<file path="src/jie_pkg.sv">
// constants, types and register map of the jump and increment execute block
//
// Notes on behaviour
// - jump loads its 20-bit literal into program_counter bits 20 down to 1.
// - jump is two words: EF plus k[7:0], then F plus k[19:8].
// - jump takes two cycles: read literals, write counter in Q4, then no operation.
// - jump reaches the whole 2-Mbyte range and leaves every flag unchanged.
// - increment_file 001010da adds one, updates carry, digit_carry_flag, negative, overflow_flag, zero.
// - direction clear writes the accumulator; set writes back the file register.
// - bank bit clear uses access bank; set uses bank_select_register with the file address.
// - bank bit clear, extended set on, address up to 5Fh uses indexed literal offset.
// - incrementing FFh wraps to 00h and sets zero, carry and digit_carry_flag.
`default_nettype none
package jie_pkg;

	// ----------------------------------------------------------------
	// register map (byte addresses)
	// ----------------------------------------------------------------
	localparam logic [7:0] JIE_OFF_CTRL = 8'h00;
	localparam logic [7:0] JIE_OFF_BANK = 8'h04;
	localparam logic [7:0] JIE_OFF_WORK = 8'h08;
	localparam logic [7:0] JIE_OFF_FLAGS = 8'h0c;
	localparam logic [7:0] JIE_OFF_COUNTER = 8'h10;
	localparam logic [7:0] JIE_OFF_INDEX = 8'h14;

	localparam int JIE_CTRL_RUN_BIT = 0;
	localparam int JIE_CTRL_EXT_BIT = 1;

	// ----------------------------------------------------------------
	// reset values
	// ----------------------------------------------------------------
	localparam logic [1:0] JIE_CTRL_RST = 2'h0;
	localparam logic [3:0] JIE_BANK_RST = 4'h0;
	localparam logic [7:0] JIE_WORK_RST = 8'h00;
	localparam logic [11:0] JIE_INDEX_RST = 12'h000;
	localparam logic [20:0] JIE_COUNTER_RST = 21'h000000;
	localparam logic [15:0] JIE_INSTR_RST = 16'h0000;

	// ----------------------------------------------------------------
	// encodings
	// ----------------------------------------------------------------
	localparam logic [7:0] JIE_OPC_JUMP = 8'hef;
	localparam logic [3:0] JIE_OPC_SECOND = 4'hf;
	localparam logic [5:0] JIE_OPC_INC = 6'h0a;
	localparam logic [5:0] JIE_OPC_INCSZ = 6'h0f;
	localparam logic [5:0] JIE_OPC_INCSNZ = 6'h12;

	// ----------------------------------------------------------------
	// addressing
	// ----------------------------------------------------------------
	localparam logic [7:0] JIE_ILO_LIMIT = 8'h5f;
	localparam logic [7:0] JIE_ACCESS_SPLIT = 8'h60;
	localparam logic [3:0] JIE_ACCESS_HI_BANK = 4'hf;
	localparam logic [20:0] JIE_COUNTER_STEP = 21'h000002;

	// ----------------------------------------------------------------
	// types
	// ----------------------------------------------------------------
	typedef enum logic [1:0] {PH_Q1, PH_Q2, PH_Q3, PH_Q4} jie_phase_t;
	typedef enum logic [2:0] {OP_NONE, OP_JUMP, OP_INC, OP_INCSZ, OP_INCSNZ} jie_op_t;

	// bit 0 carry up to bit 4 negative
	typedef struct packed {
		logic n;
		logic overflow;
		logic z;
		logic digit_carry;
		logic c;
	} jie_flags_t;

endpackage
`default_nettype wire

</file>
<file path="src/jie_exec.sv">
// execute unit for absolute jump and the increment family, with apb control
`timescale 1ns/10ps
`default_nettype none
module jie_exec (
	input wire logic MCLK,
	input wire logic RESETN,
	input wire logic PSEL,
	input wire logic PENABLE,
	input wire logic PWRITE,
	input wire logic [7:0] PADDR,
	input wire logic [31:0] PWDATA,
	output logic [31:0] PRDATA,
	output logic PREADY,
	output logic PSLVERR,
	input wire logic [15:0] INSTR_WORD,
	output logic [20:0] PROG_ADDR,
	output logic [11:0] FILE_ADDR,
	input wire logic [7:0] FILE_RDATA,
	output logic [7:0] FILE_WDATA,
	output logic FILE_WE
);
	// ----------------------------------------------------------------
	// state
	// ----------------------------------------------------------------
	logic [1:0] ctrl_reg;
	logic [3:0] bank_reg;
	logic [7:0] work_reg;
	logic [11:0] index_reg;
	jie_pkg::jie_flags_t flags_reg;
	logic [20:0] counter_reg;
	logic [15:0] instr_reg;
	logic flush_reg;
	jie_pkg::jie_phase_t phase_reg;
	jie_pkg::jie_op_t op_reg;
	jie_pkg::jie_op_t op_next;
	logic dest_reg;
	logic [7:0] lit_lo_reg;
	logic [7:0] operand_reg;
	logic [7:0] result_reg;
	jie_pkg::jie_flags_t res_flags_reg;
	logic [11:0] file_addr_reg;
	logic [11:0] file_addr_next;
	logic [7:0] file_wdata_reg;
	logic file_we_reg;
	logic pready_reg;
	logic pslverr_reg;
	logic [31:0] prdata_reg;
	logic [31:0] rd_mux;
	logic addr_hit;
	logic apb_done;
	logic apb_wr;
	logic run;
	logic [7:0] inc_result;
	jie_pkg::jie_flags_t inc_flags;
	logic skip;

	assign run = ctrl_reg[jie_pkg::JIE_CTRL_RUN_BIT];

	// ----------------------------------------------------------------
	// apb slave, one wait state
	// ----------------------------------------------------------------
	always_comb begin
		addr_hit = 1'b1;
		rd_mux = 32'h00000000;
		unique case (PADDR)
			jie_pkg::JIE_OFF_CTRL: rd_mux = {30'h00000000, ctrl_reg};
			jie_pkg::JIE_OFF_BANK: rd_mux = {28'h0000000, bank_reg};
			jie_pkg::JIE_OFF_WORK: rd_mux = {24'h000000, work_reg};
			jie_pkg::JIE_OFF_FLAGS: rd_mux = {27'h0000000, flags_reg};
			jie_pkg::JIE_OFF_COUNTER: rd_mux = {11'h000, counter_reg};
			jie_pkg::JIE_OFF_INDEX: rd_mux = {20'h00000, index_reg};
			default: addr_hit = 1'b0;
		endcase
	end

	assign apb_done = PSEL & PENABLE & pready_reg;
	assign apb_wr = apb_done & PWRITE & addr_hit;

	always_ff @(posedge MCLK or negedge RESETN) begin
		if (!RESETN) begin
			pready_reg <= 1'b0;
			pslverr_reg <= 1'b0;
			prdata_reg <= 32'h00000000;
		end else begin
			pready_reg <= PSEL & PENABLE & ~pready_reg;
			pslverr_reg <= PSEL & PENABLE & ~pready_reg & ~addr_hit;
			if (PSEL & PENABLE & ~pready_reg) begin
				prdata_reg <= PWRITE ? 32'h00000000 : rd_mux;
			end
		end
	end

	always_ff @(posedge MCLK or negedge RESETN) begin
		if (!RESETN) begin
			ctrl_reg <= jie_pkg::JIE_CTRL_RST;
			bank_reg <= jie_pkg::JIE_BANK_RST;
			index_reg <= jie_pkg::JIE_INDEX_RST;
		end else if (apb_wr) begin
			if (PADDR == jie_pkg::JIE_OFF_CTRL) begin
				ctrl_reg <= PWDATA[1:0];
			end
			if (PADDR == jie_pkg::JIE_OFF_BANK) begin
				bank_reg <= PWDATA[3:0];
			end
			if (PADDR == jie_pkg::JIE_OFF_INDEX) begin
				index_reg <= PWDATA[11:0];
			end
		end
	end

	// ----------------------------------------------------------------
	// quarter phases
	// ----------------------------------------------------------------
	// halted core parks in Q1 so a restart always begins on a cycle boundary
	always_ff @(posedge MCLK or negedge RESETN) begin
		if (!RESETN) begin
			phase_reg <= jie_pkg::PH_Q1;
		end else if (!run) begin
			phase_reg <= jie_pkg::PH_Q1;
		end else begin
			unique case (phase_reg)
				jie_pkg::PH_Q1: phase_reg <= jie_pkg::PH_Q2;
				jie_pkg::PH_Q2: phase_reg <= jie_pkg::PH_Q3;
				jie_pkg::PH_Q3: phase_reg <= jie_pkg::PH_Q4;
				jie_pkg::PH_Q4: phase_reg <= jie_pkg::PH_Q1;
			endcase
		end
	end

	// ----------------------------------------------------------------
	// decode and operand address
	// ----------------------------------------------------------------
	always_comb begin
		op_next = jie_pkg::OP_NONE;
		if (flush_reg || instr_reg[15:12] == jie_pkg::JIE_OPC_SECOND) begin
			op_next = jie_pkg::OP_NONE;
		end else if (instr_reg[15:8] == jie_pkg::JIE_OPC_JUMP) begin
			op_next = jie_pkg::OP_JUMP;
		end else if (instr_reg[15:10] == jie_pkg::JIE_OPC_INC) begin
			op_next = jie_pkg::OP_INC;
		end else if (instr_reg[15:10] == jie_pkg::JIE_OPC_INCSZ) begin
			op_next = jie_pkg::OP_INCSZ;
		end else if (instr_reg[15:10] == jie_pkg::JIE_OPC_INCSNZ) begin
			op_next = jie_pkg::OP_INCSNZ;
		end
	end

	always_comb begin
		if (instr_reg[8]) begin
			file_addr_next = {bank_reg, instr_reg[7:0]};
		end else if (ctrl_reg[jie_pkg::JIE_CTRL_EXT_BIT] &&
				instr_reg[7:0] <= jie_pkg::JIE_ILO_LIMIT) begin
			file_addr_next = index_reg + {4'h0, instr_reg[7:0]};
		end else if (instr_reg[7:0] < jie_pkg::JIE_ACCESS_SPLIT) begin
			file_addr_next = {4'h0, instr_reg[7:0]};
		end else begin
			file_addr_next = {jie_pkg::JIE_ACCESS_HI_BANK, instr_reg[7:0]};
		end
	end

	always_ff @(posedge MCLK or negedge RESETN) begin
		if (!RESETN) begin
			op_reg <= jie_pkg::OP_NONE;
			dest_reg <= 1'b0;
			file_addr_reg <= 12'h000;
		end else if (run && phase_reg == jie_pkg::PH_Q1) begin
			op_reg <= op_next;
			dest_reg <= instr_reg[9];
			file_addr_reg <= file_addr_next;
		end
	end

	// ----------------------------------------------------------------
	// operand read and processing
	// ----------------------------------------------------------------
	jie_incrementer u_inc (
		.operand(operand_reg),
		.result(inc_result),
		.flags(inc_flags)
	);

	always_ff @(posedge MCLK or negedge RESETN) begin
		if (!RESETN) begin
			operand_reg <= 8'h00;
			lit_lo_reg <= 8'h00;
			result_reg <= 8'h00;
			res_flags_reg <= '0;
		end else if (run) begin
			if (phase_reg == jie_pkg::PH_Q2) begin
				operand_reg <= FILE_RDATA;
				lit_lo_reg <= instr_reg[7:0];
			end
			if (phase_reg == jie_pkg::PH_Q3) begin
				result_reg <= inc_result;
				res_flags_reg <= inc_flags;
			end
		end
	end

	// write strobe stands through Q4 only; file is written at the Q4 edge
	always_ff @(posedge MCLK or negedge RESETN) begin
		if (!RESETN) begin
			file_we_reg <= 1'b0;
			file_wdata_reg <= 8'h00;
		end else begin
			file_we_reg <= run && phase_reg == jie_pkg::PH_Q3 && dest_reg &&
				op_reg != jie_pkg::OP_NONE && op_reg != jie_pkg::OP_JUMP;
			if (run && phase_reg == jie_pkg::PH_Q3) begin
				file_wdata_reg <= inc_result;
			end
		end
	end

	// ----------------------------------------------------------------
	// write back, flags, counter and fetch
	// ----------------------------------------------------------------
	assign skip = (op_reg == jie_pkg::OP_INCSZ && result_reg == 8'h00) ||
		(op_reg == jie_pkg::OP_INCSNZ && result_reg != 8'h00);

	always_ff @(posedge MCLK or negedge RESETN) begin
		if (!RESETN) begin
			work_reg <= jie_pkg::JIE_WORK_RST;
		end else if (run && phase_reg == jie_pkg::PH_Q4 && !dest_reg &&
				op_reg != jie_pkg::OP_NONE && op_reg != jie_pkg::OP_JUMP) begin
			work_reg <= result_reg;
		end else if (apb_wr && PADDR == jie_pkg::JIE_OFF_WORK) begin
			work_reg <= PWDATA[7:0];
		end
	end

	// skip variants and the jump leave flags alone
	always_ff @(posedge MCLK or negedge RESETN) begin
		if (!RESETN) begin
			flags_reg <= '0;
		end else if (run && phase_reg == jie_pkg::PH_Q4 && op_reg == jie_pkg::OP_INC) begin
			flags_reg <= res_flags_reg;
		end
	end

	always_ff @(posedge MCLK or negedge RESETN) begin
		if (!RESETN) begin
			flush_reg <= 1'b1;
			instr_reg <= jie_pkg::JIE_INSTR_RST;
		end else if (!run) begin
			flush_reg <= 1'b1;
		end else if (phase_reg == jie_pkg::PH_Q4) begin
			instr_reg <= INSTR_WORD;
			flush_reg <= (op_reg == jie_pkg::OP_JUMP) || skip;
		end
	end

	// second jump word sits at the already advanced counter during Q4
	always_ff @(posedge MCLK or negedge RESETN) begin
		if (!RESETN) begin
			counter_reg <= jie_pkg::JIE_COUNTER_RST;
		end else if (run && phase_reg == jie_pkg::PH_Q4) begin
			if (op_reg == jie_pkg::OP_JUMP) begin
				counter_reg <= {INSTR_WORD[11:0], lit_lo_reg, 1'b0};
			end else begin
				counter_reg <= counter_reg + jie_pkg::JIE_COUNTER_STEP;
			end
		end else if (!run && apb_wr && PADDR == jie_pkg::JIE_OFF_COUNTER) begin
			counter_reg <= {PWDATA[20:1], 1'b0};
		end
	end

	// ----------------------------------------------------------------
	// outputs
	// ----------------------------------------------------------------
	assign PRDATA = prdata_reg;
	assign PREADY = pready_reg;
	assign PSLVERR = pslverr_reg;
	assign PROG_ADDR = counter_reg;
	assign FILE_ADDR = file_addr_reg;
	assign FILE_WDATA = file_wdata_reg;
	assign FILE_WE = file_we_reg;
endmodule
`default_nettype wire

</file>
<file path="src/jie_incrementer.sv">
// eight-bit incrementer with arithmetic flags
`timescale 1ns/10ps
`default_nettype none
module jie_incrementer (
	input wire logic [7:0] operand,
	output logic [7:0] result,
	output var jie_pkg::jie_flags_t flags
);
	logic [8:0] sum;

	always_comb begin
		sum = {1'b0, operand} + 9'h001;
		result = sum[7:0];
		flags.c = sum[8];
		flags.digit_carry = (operand[3:0] == 4'hf);
		flags.z = (sum[7:0] == 8'h00);
		flags.n = sum[7];
		flags.overflow = (operand == 8'h7f);
	end
endmodule
`default_nettype wire

</file>
<file path="config.mk">
export PLATFORM = sky130hd
export DESIGN_NAME = jie_exec
export DESIGN_NICKNAME = d
export VERILOG_FILES = /design/src/jie_pkg.sv /design/src/jie_exec.sv /design/src/jie_incrementer.sv
export SDC_FILE = /design/constraint.sdc
export NUM_CORES = 1
export LEC_CHECK = 0
export BUFFER_PORTS_ARGS = -buffer_cell sky130_fd_sc_hd__buf_2
export CORE_MARGIN = 2
export CORE_UTILIZATION = 40
export CTS_BUF_LIST = sky130_fd_sc_hd__clkbuf_2 sky130_fd_sc_hd__clkbuf_4 sky130_fd_sc_hd__clkbuf_8
export CTS_CLUSTER_DIAMETER = 100
export DETAILED_ROUTE_END_ITERATION = 7
export SETUP_SLACK_MARGIN = 0.4
export SLEW_MARGIN = 20
export SYNTH_ARGS = -nofsm -noshare
export SYNTH_HDL_FRONTEND = slang
export SYNTH_SLANG_ARGS = --single-unit
</file>
<file path="constraint.sdc">
create_clock -name MCLK -period 2.7 [get_ports MCLK]
set_input_delay 0.135 -clock MCLK [delete_from_list [all_inputs] [get_ports MCLK]]
set_output_delay 0.135 -clock MCLK [all_outputs]
set_load 0.02 [all_outputs]
</file>
# Word-level counts from Yosys, hierarchy flattened
# Index checks and enable logic that the tools add are counted.
[word_totals] word_cells=119 regBits=159 out_inout_bits=76 input_bits=69
[classes] mux=20 n_reduce_logical=36 magnitude_cmp=2 addsub=3 bitwise_logic=8 eq_ne=21
[op_table] cell="21-bit case mux with 6 select lines" n=1
[op_table] cell="21-bit 2-to-1 mux" n=3
[op_table] cell="12-bit 2-to-1 mux" n=3
[op_table] cell="32-bit 2-to-1 mux" n=1
[op_table] cell="8-bit logical NOT" n=3
[op_table] cell="21-bit by 2-bit adder with 21-bit output (second input constant)" n=1
[op_table] cell="8-bit by 4-bit equality test with 1-bit output (second input constant)" n=2
[op_table] cell="8-bit by 5-bit equality test with 1-bit output (second input constant)" n=2
[op_table] cell="1-bit logical AND" n=16
[op_table] cell="8-bit 2-to-1 mux" n=2
[op_table] cell="3-bit 2-to-1 mux" n=5
[op_table] cell="12-bit by 8-bit adder with 12-bit output" n=1
[op_table] cell="6-bit by 4-bit equality test with 1-bit output (second input constant)" n=2
[op_table] cell="2-bit AND reduction" n=6
[op_table] cell="8-bit by 1-bit adder with 9-bit output (second input constant)" n=1
[op_table] cell="4-bit equality test (second input constant)" n=2
[op_table] cell="8-bit by 3-bit equality test with 1-bit output (second input constant)" n=1
[op_table] cell="8-bit by 7-bit equality test with 1-bit output (second input constant)" n=1
[op_table] cell="8-bit equality test (second input constant)" n=1
[op_table] cell="8-bit by 7-bit <= comparator with 1-bit output (second input constant)" n=1
[op_table] cell="8-bit by 7-bit < comparator with 1-bit output (second input constant)" n=1
[op_table] cell="2-bit case mux with 4 select lines" n=1
[op_table] cell="8-bit nonzero test" n=1
[op_table] cell="1-bit bitwise AND" n=6
[op_table] cell="17 further kinds" n=26

# Logic depth before layout (Yosys ltp)
# Gate-level depths: netlist (run 1).
[logic_depth] depth_word=8 mapped_depth=8 mapped_depth_nobuf=8

# Modules after synthesis
# Synthesis (run 1) repeated with hierarchy kept, for this count alone.
[hier_totals] hier_cells=714 area_unflattened_um2=7263.2
[by_module_without_submodules] module="jie_exec" area_per_inst_um2=7041.8 seq_area_each_um2=3479.6 cells_each=683 n_inst=1
[by_module_without_submodules] module="jie_incrementer" area_per_inst_um2=221.5 seq_area_each_um2=0.0 cells_each=31 n_inst=1

# Worst setup path before layout (run 1)
# No wires, ideal clock.
[synth_timing] path_type="reg-to-reg" start="reg counter_reg[3], in the netlist PROG_ADDR[3]" end="reg counter_reg[12], in the netlist PROG_ADDR[12]" path_buffers=1 period_less_slack_ps=2111 setup_slack_ps=589 setup_time_ps=66 path_stages_with_launch=7 arrival_ps=2045 required_time_ps=2634 path_cell_list="dfrtp_1 > clkbuf_1 > nand3_1 > or4_1 > or3_1 > a31oi_1 > a221o_1"
[synth_via] elab_chain_cells=3
[synth_rtl] element="start: declaration" line_no="jie_exec.sv:30" rtl="logic [20:0] counter_reg;"
[synth_rtl] element="start signal: assignment" line_no="jie_exec.sv:255" rtl="counter_reg <= jie_pkg::JIE_COUNTER_RST;"
[synth_rtl] element="start signal: assignment" line_no="jie_exec.sv:258" rtl="counter_reg <= {INSTR_WORD[11:0], lit_lo_reg, 1'b0};"
[synth_rtl] element="start signal: assignment" line_no="jie_exec.sv:260" rtl="counter_reg <= counter_reg + jie_pkg::JIE_COUNTER_STEP;"
[synth_rtl] element="21-bit by 2-bit adder with 21-bit output" line_no="jie_exec.sv:260"
[synth_rtl] element="21-bit 2-to-1 mux" line_no="jie_exec.sv:257" rtl="if (op_reg == jie_pkg::OP_JUMP) begin"
[synth_rtl] element="21-bit 2-to-1 mux" line_no="jie_exec.sv:256" rtl="end else if (run && phase_reg == jie_pkg::PH_Q4) begin"
# Every way passes these cells.
# A chain may end at the register's enable or synchronous reset.

# Worst setup path in the final report (run 1)
[layout_timing] start="in PADDR[6]" end="reg counter_reg[5], in the netlist PROG_ADDR[5]"
[layout_via] elab_chain_cells=7 word_cells_on_any_way=12 cone_classes="5 x eq/ne; 1 x mux; 1 x bitwise; 5 x reduce/logical"
[layout_rtl] element="start: declaration" line_no="jie_exec.sv:10" rtl="input wire logic [7:0] PADDR,"
[layout_rtl] element="8-bit by 3-bit equality test with 1-bit output, or another cell as far along" line_no="jie_exec.sv:65" rtl="unique case (PADDR)"
[layout_rtl] element="6-bit OR reduction (no source line)"
[layout_rtl] element="1-bit 2-to-1 mux" line_no="jie_exec.sv:65"
[layout_rtl] element="1-bit bitwise AND" line_no="jie_exec.sv:77" rtl="assign apb_wr = apb_done & PWRITE & addr_hit;"
[layout_rtl] element="1-bit logical AND" line_no="jie_exec.sv:262" rtl="end else if (!run && apb_wr && PADDR == jie_pkg::JIE_OFF_COUNTER) begin"
[layout_rtl] element="1-bit logical AND (*)" line_no="jie_exec.sv:262"
[layout_rtl] element="2-bit nonzero test (no source line) (*)"
[layout_rtl] element="end signal: assignment" line_no="jie_exec.sv:258"
[layout_rtl] element="end signal: assignment" line_no="jie_exec.sv:260"
[layout_rtl] element="end signal: assignment" line_no="jie_exec.sv:263" rtl="counter_reg <= {PWDATA[20:1], 1'b0};"
# Mark *: on every way between the ends. The rest lies on a longest branch, timed or not.

==> metrics.txt, run 1 <==
status complete, no violations; Post-synth EDFFs 0; grt ovf 0; worst-path maximum fanout 10; Skew-Pair Late Insertion Delay 0.45 ns; port bufs 121; area share of the largest cell type after synthesis 47.4%; Final WS setup 0.516 ns; fraction of layout cells with a size suffix above 1 26.6%; Num CTS Buffers 17; Cell Pwr Density about 450 nW/um^2; Top Ports 145; area occupied by multi-input gates 3530 um^2; number of global-route vias before repair 5991; Worst IR Drop VDD 0.303 mV; Placed Area about 8000 um^2; register area 3450 um^2; Die Height between 100 and 150 um; ant diodes 0; Detail Route Antenna Nets 0; hold depth 3; core area 17800 um^2; MaxCap Viol Count 0; DR iter-0 viols around 420; Top FF cell, synth dfrtp_1; Crit path largest cell delay ~0.74 ns; starting density of the core about 41%; min cycle time layout 2.18 ns; R2R Path Start ctrl_reg[0]$_DFFE_PN0P_; RePlAce Congestion 0.900; vias about 6.1k; Global Route Usage Sum 22.0%; nets 985; Tot Pwr 4.04 mW; Finish-stage setup viols 0; CP Cell Sequence dlygate4sd3_1 > buf_2 > or3b_1 > or4b_1 > nand2_1 > buf_4 > o22ai_1 > a21oi_1; GRT met1 Usage 30.1%; dpl ws 0.407 ns; slowest CP cell or4b_1; fmax 458 MHz; Hold Crit Class primary input to register; FF+latch count, synth 138; Worst Path Arrival 2.56 ns; CP required approximately 3.1 ns; GR met2 Demand/Resource 34.5%; Cell Area, Synth 7230 um^2; largest cells by area after synthesis dfrtp_1, mux2_2, nand2_1, o21ai_0, mux2i_1; max-slew violation count 0; grt peak-use layer met2; die area 19200 um^2; Yosys cell types 65; post-synthesis instance total 737; Final Cell Area between 8000 and 9000 um^2; DR WL/cell about 18 um; first-pass GRT wire length 32.9 mm; Startpoint Class primary input; fin crit share around four fifths; CTS tree done; largest net degree at the start of global routing 55; final WL 21.0 mm; actual slew at the worst max-slew pin 0.986 ns; hpwl dp approximately 15 mm; FILL cells 1738; Pre-antenna DRT Iters 5; Total Negative Setup Slacks 0 ns; max reg flops 21; Worst Reg-to-Reg Cells 6; r2r endpoint PROG_ADDR[5]$_DFFE_PN0P_; clock skew 0.0132 ns; FFs w/ async S/R, synth between 90% and 100%; Synth warnings 0; CTS root buf clkbuf_8; Worst-path clk slew 0.08 ns; CP Class primary input to register; Synth-to-Final Area Change 22.9%; routing usage on met3 4.92%; r2r setup slk 0.56 ns; register area share after synthesis between 40 and 50%; clk buf depth 2; antenna violations before repair 0; vias per cell 5.37; area leader, netlist dfrtp_1; residual DRC count 0; htree depth 4; crit end category register; clock sinks 138; Hold Path Origin PWDATA[13]; # rows 49; Chip Width 138 um; hold endpoint PROG_ADDR[13]$_DFFE_PN0P_; RSZ-0062 raised after global routing false; Lkg Pwr 4.21 nW; final hold vios 0; Mapped Avg Cell Area 9.81 um^2; Slew headroom 34.2%; utilization after layout ~50%
cell type report:
type | count | area share, %
well taps | 229 | 3.22
multi-input cells | 546 | 39.7
clock inverters | 14 | 1.39
clock buffers | 18 | 2.79
inverters | 14 | 0.591
repair buffers | 184 | 13.4
flip-flops and latches | 138 | 38.9
synthesized netlist by cell type (3+ instances only):
cell      instances
a211oi_1          6
a21o_1            3
a21oi_1          29
a221o_1           4
a22o_1           11
a22oi_1           8
a31oi_1          12
a32o_1            3
and2_1            6
and3_1            5
buf_1             6
buf_2             3
buf_4            14
clkbuf_1         25
dfrtp_1         137
ha_1             14
inv_1            14
mux2_2           48
mux2i_1          22
nand2_1         129
nand3_1          29
nand3b_1          3
nand4_1           9
nor2_1           35
nor2b_1           4
nor3_1            8
nor3b_1           4
nor4_1            7
o211ai_1          5
o21ai_0          57
o22ai_1           6
o31ai_1           5
or3_1             6
xnor2_1           8
xor2_1           14
worst max-delay path by stage:
stage | start | end | slack [ns] | cells past startpoint
after floorplan | PROG_ADDR[3]$_DFFE_PN0P_ | PROG_ADDR[12]$_DFFE_PN0P_ | 0.59 | 6
after global placement | PADDR[1] | PROG_ADDR[12]$_DFFE_PN0P_ | 0.41 | 5
after detailed placement | PADDR[1] | PROG_ADDR[10]$_DFFE_PN0P_ | 0.41 | 5
after CTS | index_reg[0]$_DFFE_PN0P_ | FILE_ADDR[10]$_DFFE_PN0P_ | 0.43 | 8
after global routing | index_reg[0]$_DFFE_PN0P_ | FILE_ADDR[10]$_DFFE_PN0P_ | 0.40 | 8
final | PADDR[6] | PROG_ADDR[5]$_DFFE_PN0P_ | 0.52 | 8
where the power goes:
part	switching [mW]	internal [mW]	total (mW)
Sequential	0.0224	2.09	2.11
Clock	0.874	0.753	1.63
Combinational	0.179	0.127	0.306
Total	1.08	2.97	4.04
metal layers:
| metal | vias up | part of all wire (%) |
|---|---|---|
| met5 | - | 0 |
| met4 | 0 | 2.7 |
| met3 | 31 | 5.0 |
| met2 | 196 | 46 |
| met1 | 2953 | 46 |
| li1 | 2961 | - |
metrics by stage:
stage / hold WS, ns / cells
after floorplan: -0.161 / 748
final: 0.0357 / 1143
after detailed placement: 0.134 / 1069
after global placement: 0.131 / 1069
after global routing: 0.00599 / 1143
after CTS: 0.00270 / 1140
cell families (layout without fill, tap and decap cells):
group           after synthesis  after routing  synth area share, %
compound gates              168            168                 15.2
xor+xnor                     22             22                 2.67
fa+ha+maj                    15             15                 2.70
buf+inv                      64            230                 4.31
flops                       138            138                 47.8
mux                          71             71                 10.8
other cells                   1             12               0.0519
simple gates                258            258                 16.5
critical path: cells and delay by family:
kind	cells	cell delay [ns]
AND/OR/NAND/NOR	3	1.28
AO/OA/AOI/OAI	2	0.23
buffers and inverters	3	0.89
placed cells by master (no fill, tap or decap), drive strengths merged, types with 4 or more instances in the layout:
cell,count
clkbuf,18
nand2,129
inv,16
o21ai,57
nor4,7
buf,145
nor3,8
ha,14
nand3,29
nor2b,4
conb,12
and3,6
nor2,36
o31ai,5
nor3b,4
a211oi,6
a221o,4
dfrtp,137
a22oi,8
or3,6
o211ai,5
dlygate4sd3,39
mux2,48
nand4,9
clkinv,7
a31oi,12
a22o,11
a21oi,31
o22ai,6
mux2i,22
xnor2,8
xor2,14
clkinvlp,4
and2,7
what timing repair did:
| item | CTS | global route |
|---|---|---|
| hold buffers | 39 | 0 |
| setup buffers | 0 | 3 |
| endpoints found under the hold margin | 97 | 0 |
| setup endpoints to repair | 0 | 4 |
| resized for setup | 0 | 5 |
Power figures use the tool's default switching activity.
==> inputs of run 2 (changes only) <==
- clock period: 2.7 -> 2.25 ns (I/O delays scaled with it)
==> run 2 against run 1 <==
  * Utilization grew 3.8 points
  * Register-to-register slack lost 0.25 ns
  * Cell count grew 3.4%
  * Final area grew 7.6%
  * First-iteration DRC count shrank 3.3%
  * Non-clock buffer count grew 39
  * Largest cell class unchanged
  * Critical path depth shrank 2
  * Via count grew 5.6%
==> metrics.txt, run 2 (same netlist as run 1, synthesis figures left out) <==
Skew-Pair Late Insertion Delay 0.46 ns (about the same); core area 17800 um^2 (unchanged); slowest CP cell dfrtp_1; Placed Area 8290 um^2 (+2.6%); RSZ-0062 raised after global routing true; actual slew at the worst max-slew pin 0.637 ns (-0.349 ns); fmax approximately 500 MHz; Slew headroom 57.4% (+23 points); Psw 1.30 mW (+21%); clock sinks 138 (unchanged); grt ovf 0 (unchanged); vias per cell 5.48 (+2.1%); Worst IR Drop VDD 0.368 mV (+22%); critical path buffer and inverter count 0 (-3); Total Negative Setup Slacks 0 ns (unchanged); Synth-to-Final Area Change 32.3%; clk buf depth 2 (unchanged); fin crit share ~86%; Hold Crit Class primary input to register; Clock power frac 44.0% (+3.8 points); r2r setup slk 0.31 ns (-0.25 ns); commonest non-fill, non-tap cell in the layout dfrtp_1; r2r endpoint FILE_ADDR[11]$_DFFE_PN0P_; FILL cells 1630 (-6.2%); Global Route Usage Sum 22.6% (+0.66 points); WP depth 6 (-2); Chip Width 138 um (unchanged); Final Cell Area 9560 um^2 (+7.6%); Top Ports 145 (unchanged); Pre-antenna DRT Iters 7 (+2); die area 19200 um^2 (unchanged); Detail Route Antenna Nets 0 (unchanged); crit end category register; nets 1024 (+4.0%); CTS root buf clkbuf_8; status complete, no violations; starting density of the core 40.5% (unchanged); Switching Fraction 25.0% (-1.6 points); internal power 3.92 mW (+32%); Final WS setup 0.305 ns (-0.211 ns); CP required 2.64 ns (-0.44 ns); first-pass GRT wire length 33.9 mm (+3.2%); dpl ws 0.118 ns (-0.288 ns); vias 6483 (+5.6%); ant diodes 0 (unchanged); clock skew 0.0187 ns (+0.00547 ns); max reg flops 21 (unchanged); final hold vios 0 (unchanged); Startpoint Class register; register area 3470 um^2 (+0.40%); largest net degree at the start of global routing 63 (+15%); MaxCap Viol Count 0 (unchanged); min cycle time layout 1.94 ns; htree depth 4 (unchanged); utilization after layout 53.6% (+3.8 points); residual DRC count 0 (unchanged); Worst Reg-to-Reg Cells 6 (unchanged); Comb pwr share 7.5% (about the same); CP Capture Point FILE_ADDR[11]$_DFFE_PN0P_; antenna violations before repair 0 (unchanged); DR WL/cell 18.7 um (+1.5%); Die Height 138 um (unchanged); fraction of layout cells with a size suffix above 1 33.4% (+6.8 points); number of global-route vias before repair 6205 (+3.6%); Worst Path Arrival 2.34 ns (-0.22 ns); DR iter-0 viols 404 (-3.3%); Num CTS Buffers 17 (unchanged); Worst-path clk slew 0.08 ns (about the same); worst-path maximum fanout 6 (-4); port bufs 121 (unchanged); area occupied by multi-input gates 3730 um^2 (+5.8%); CTS tree done; Seq pwr share 48.5% (-3.7 points); # rows 49 (unchanged); CP Cell Sequence ha_2 > a21o_1 > a21o_1 > a22oi_2 > mux2_2 > nand3_1; Cell Pwr Density 546 nW/um^2 (+20%); Crit path largest cell delay 0.41 ns (-0.33 ns); Finish-stage setup viols 0 (unchanged); hpwl dp 15.6 mm (+1.9%); most frequent cells in the layout dfrtp_1, nand2_1, buf_2, o21ai_0, buf_4; RePlAce Congestion 0.931 (+3.4%); Top delay family on crit path compound AO/OA/AOI/OAI gates; max-slew violation count 0 (unchanged); final WL 22.1 mm (+5.0%); CP Class register to register; CP dominant cell by count a21o_1; R2R Path Start index_reg[6]$_DFFE_PN0P_; Lkg Pwr 4.47 nW (+6.2%); CP startpoint index_reg[6]$_DFFE_PN0P_
==> run 2: worst min path at each step <==
stage	to	startpoint	slack, ns	depth (start not counted)
floorplan	FILE_ADDR[0]$_DFFE_PN0P_	RESETN	-0.18	0
global placement	PRDATA[15]$_DFFE_PN0P_	RESETN	0.15	1
global route	PSLVERR$_DFF_PN0_	PADDR[7]	0.03	4
finish	PROG_ADDR[20]$_DFFE_PN0P_	PWDATA[20]	0.04	3
detailed placement	PRDATA[15]$_DFFE_PN0P_	RESETN	0.15	1
CTS	PROG_ADDR[16]$_DFFE_PN0P_	PWDATA[16]	0.003	4
==> run 2: tightest hold or removal path: stages <==
cell,delay [ns]
buf_2,0.11
o221ai_1,0.18
a311oi_1,0.06
==> run 2: what timing repair did <==
| action | 4_1_cts | 5_1_grt |
|---|---|---|
| pin swaps | 7 | 6 |
| gates resized for setup | 20 | 35 |
| setup endpoints to repair | 34 | 52 |
| endpoints found under the hold margin | 117 | 0 |
| setup buffers | 12 | 4 |
| hold buffers | 44 | 0 |
| gates cloned | 0 | 2 |
==> run 2: routing by layer <==
| metal | vias up | wire length [um] | GRT usage (%) | share of wire, % |
|---|---|---|---|---|
| li1 | 3050 | - | - | - |
| met5 | - | 0 | 0 | 0 |
| met4 | 0 | 635 | 9.29 | 2.9 |
| met3 | 36 | 1260 | 4.75 | 5.7 |
| met2 | 227 | 10100 | 35.1 | 46 |
| met1 | 3170 | 10000 | 31.1 | 46 |
==> run 2: stage by stage <==
step / hold WS, ns / total power [mW] / std cells
floorplan: -0.183 / 2.73 / 748
global placement: 0.149 / 2.91 / 1088
detailed placement: 0.146 / 2.91 / 1088
CTS: 0.00253 / 5.25 / 1176
global route: 0.0300 / 5.39 / 1182
finish: 0.0369 / 5.22 / 1182
==> run 2: area by class of cell <==
type                       count  area share [%]
tap                          229            3.00
inverter                      14           0.550
clock inverter                13            2.01
timing repair buffer         223            16.5
sequential                   138            36.3
clock buffer                  19            2.60
multi-input combinational    546            39.0
==> run 2: power by group through the flow <==
stage	Combinational, mW	Sequential [mW]	Clock (mW)
finish	0.392	2.53	2.30
global route	0.428	2.54	2.43
CTS	0.390	2.53	2.33
detailed placement	0.328	2.58	0
global placement	0.326	2.58	0
floorplan	0.132	2.60	0
==> inputs of run 3 (changes only) <==
- REMOVE_ABC_BUFFERS: unset -> 1
==> run 3 against run 2 <==
  * Total power down 3.9%
  * Sequential power barely moved
  * Global-route usage is 0.28 points higher
  * First-iteration DRC count grew 1.7%
  * Cell count grew 0.17%
  * Non-clock buffer count rose by 1
==> metrics.txt, run 3 (same netlist as run 1, synthesis figures left out) <==
status complete, no violations; Final Cell Area 9440 um^2 (-1.3%); utilization after layout 52.9% (-0.68 points); Clock power frac 41.7% (-2.3 points); commonest non-fill, non-tap cell in the layout dfrtp_1; die area 19200 um^2 (unchanged); nets 1027 (+0.29%); Synth-to-Final Area Change 30.6%; Worst-path clk slew 0.08 ns (about the same); actual slew at the worst max-slew pin 0.653 ns (+0.0161 ns); internal power 3.79 mW (-3.3%); Hold Slack 0.0150 ns (-0.0219 ns); max reg flops 21 (unchanged); Detail Route Antenna Nets 0 (unchanged); RePlAce Congestion 0.865 (-7.0%); fraction of layout cells with a size suffix above 1 32.7% (-0.70 points); Finish-stage setup viols 0 (unchanged); first-pass GRT wire length 34.4 mm (+1.2%); residual DRC count 0 (unchanged); DR iter-0 viols 411 (+1.7%); ant diodes 0 (unchanged); MaxCap Viol Count 0 (unchanged); register area 3460 um^2 (-0.11%); FILL cells 1666 (+2.2%); Slew headroom 56.5% (-0.98 points); Cell Pwr Density 531 nW/um^2 (-2.7%); Comb pwr share 7.8% (+0.3 points); htree depth 4 (unchanged); Seq pwr share 50.5% (+2.0 points); Hold Crit Class primary input to register; Startpoint Class register; clock skew 0.0114 ns (-0.00729 ns); DR WL/cell 18.9 um (+1.2%); starting density of the core 40.5% (unchanged); Top delay family on crit path compound AO/OA/AOI/OAI gates; dpl ws 0.0173 ns (-0.101 ns); Die Height 138 um (unchanged); Switching Fraction 24.5% (-0.45 points); most frequent cells in the layout dfrtp_1, nand2_1, buf_2, o21ai_0, buf_4; max-slew violation count 0 (unchanged); CP required 2.62 ns (-0.02 ns); Skew-Pair Late Insertion Delay 0.47 ns (about the same); Pre-antenna DRT Iters 5 (-2); Psw 1.23 mW (-5.7%); Worst Path Arrival 2.31 ns (-0.03 ns); crit end category register; min cycle time layout 1.94 ns (-0.00259 ns); CP Cell Sequence ha_2 > inv_2 > fa_2 > nand2b_4 > a211oi_4 > o211ai_1 > xor2_1 > o31ai_1; slowest CP cell dfrtp_1; r2r setup slk 0.31 ns (about the same); critical path buffer and inverter count 1 (+1); CTS tree done; vias 6417 (-1.0%); final hold vios 0 (unchanged); Placed Area 8240 um^2 (-0.60%); # rows 49 (unchanged); largest net degree at the start of global routing 68 (+7.9%); hpwl dp 15.7 mm (+0.72%); area occupied by multi-input gates 3690 um^2 (-1.1%); Final WS setup 0.308 ns (+0.00259 ns); Num CTS Buffers 17 (unchanged); grt ovf 0 (unchanged); fin crit share 86.3% (-0.11 points); Top Ports 145 (unchanged); number of global-route vias before repair 6257 (+0.84%); Chip Width 138 um (unchanged); Worst IR Drop VDD 0.414 mV (+12%); Lkg Pwr 4.46 nW (-0.16%); vias per cell 5.42 (-1.2%); core area 17800 um^2 (unchanged); clock sinks 138 (unchanged); Global Route Usage Sum 22.9% (+0.28 points); worst-path maximum fanout 3 (-3); fmax 515 MHz (+0.13%); port bufs 121 (unchanged); CP Class register to register; antenna violations before repair 0 (unchanged); final WL 22.4 mm (+1.4%); RSZ-0062 raised after global routing true; CTS root buf clkbuf_8; clk buf depth 2 (unchanged); Crit path largest cell delay 0.37 ns (-0.04 ns)
==> run 3: final timing paths <==
path / start / end / cells after the start
min reg2reg: work_reg[0]$_DFFE_PN0P_ / work_reg[0]$_DFFE_PN0P_ / 2
min: PWDATA[16] / PROG_ADDR[16]$_DFFE_PN0P_ / 4
min in group asynchronous: RESETN / bank_reg[3]$_DFFE_PN0P_ / 2
max: instr_reg[0]$_DFFE_PN0P_ / FILE_ADDR[10]$_DFFE_PN0P_ / 8
max reg2reg: instr_reg[0]$_DFFE_PN0P_ / FILE_ADDR[10]$_DFFE_PN0P_ / 8
max in group asynchronous: RESETN / res_flags_reg[3]$_DFFE_PN0P_ / 3
==> run 3: final cells by class <==
type,instances,share of cell area (%)
Clock buffer,23,3.22
Tap cell,229,3.03
Timing Repair Buffer,224,16.4
Multi-Input combinational cell,548,39.1
Sequential cell,138,36.7
Inverter,14,0.557
Clock inverter,8,0.981
==> run 3: power groups by stage <==
stage          Sequential (mW)  Clock, mW  Combinational (mW)
2_1_floorplan             2.60          0               0.101
3_3_place_gp              2.58          0               0.323
3_5_place_dp              2.58          0               0.323
4_1_cts                   2.53       2.12               0.389
5_1_grt                   2.54       2.21               0.426
6_report                  2.53       2.09               0.391
==> run 3: routing by layer <==
layer  vias up  global-route usage, %  share of wire, %
met1      3166                   30.2                44
met3        31                   5.23               5.7
li1       3034                      -                 -
met5         -                      0                 0
met4         0                   7.09               1.8
met2       186                   37.8                49
==> run 3: timing repair <==
item / in CTS / in global routing
setup buffers: 5 / 12
gates cloned: 0 / 3
setup endpoints to repair: 37 / 33
hold endpoints to repair: 118 / 0
gates resized for setup: 27 / 24
hold buffers: 44 / 0
pin swaps: 10 / 11
==> run 3: worst min-delay path, stage by stage <==
cell and delay [ns]:
buf_2 0.08, nand2_1 0.05, o21ai_0 0.07, o22a_2 0.13
==> run 3: metrics by stage <==
stage                     setup TNS [ns]  power, mW  std cells
after floorplan                    -4.89       2.70        698
after global placement                 0       2.90       1089
after detailed placement               0       2.90       1089
after CTS                              0       5.04       1169
after global routing                   0       5.18       1184
final                                  0       5.02       1184
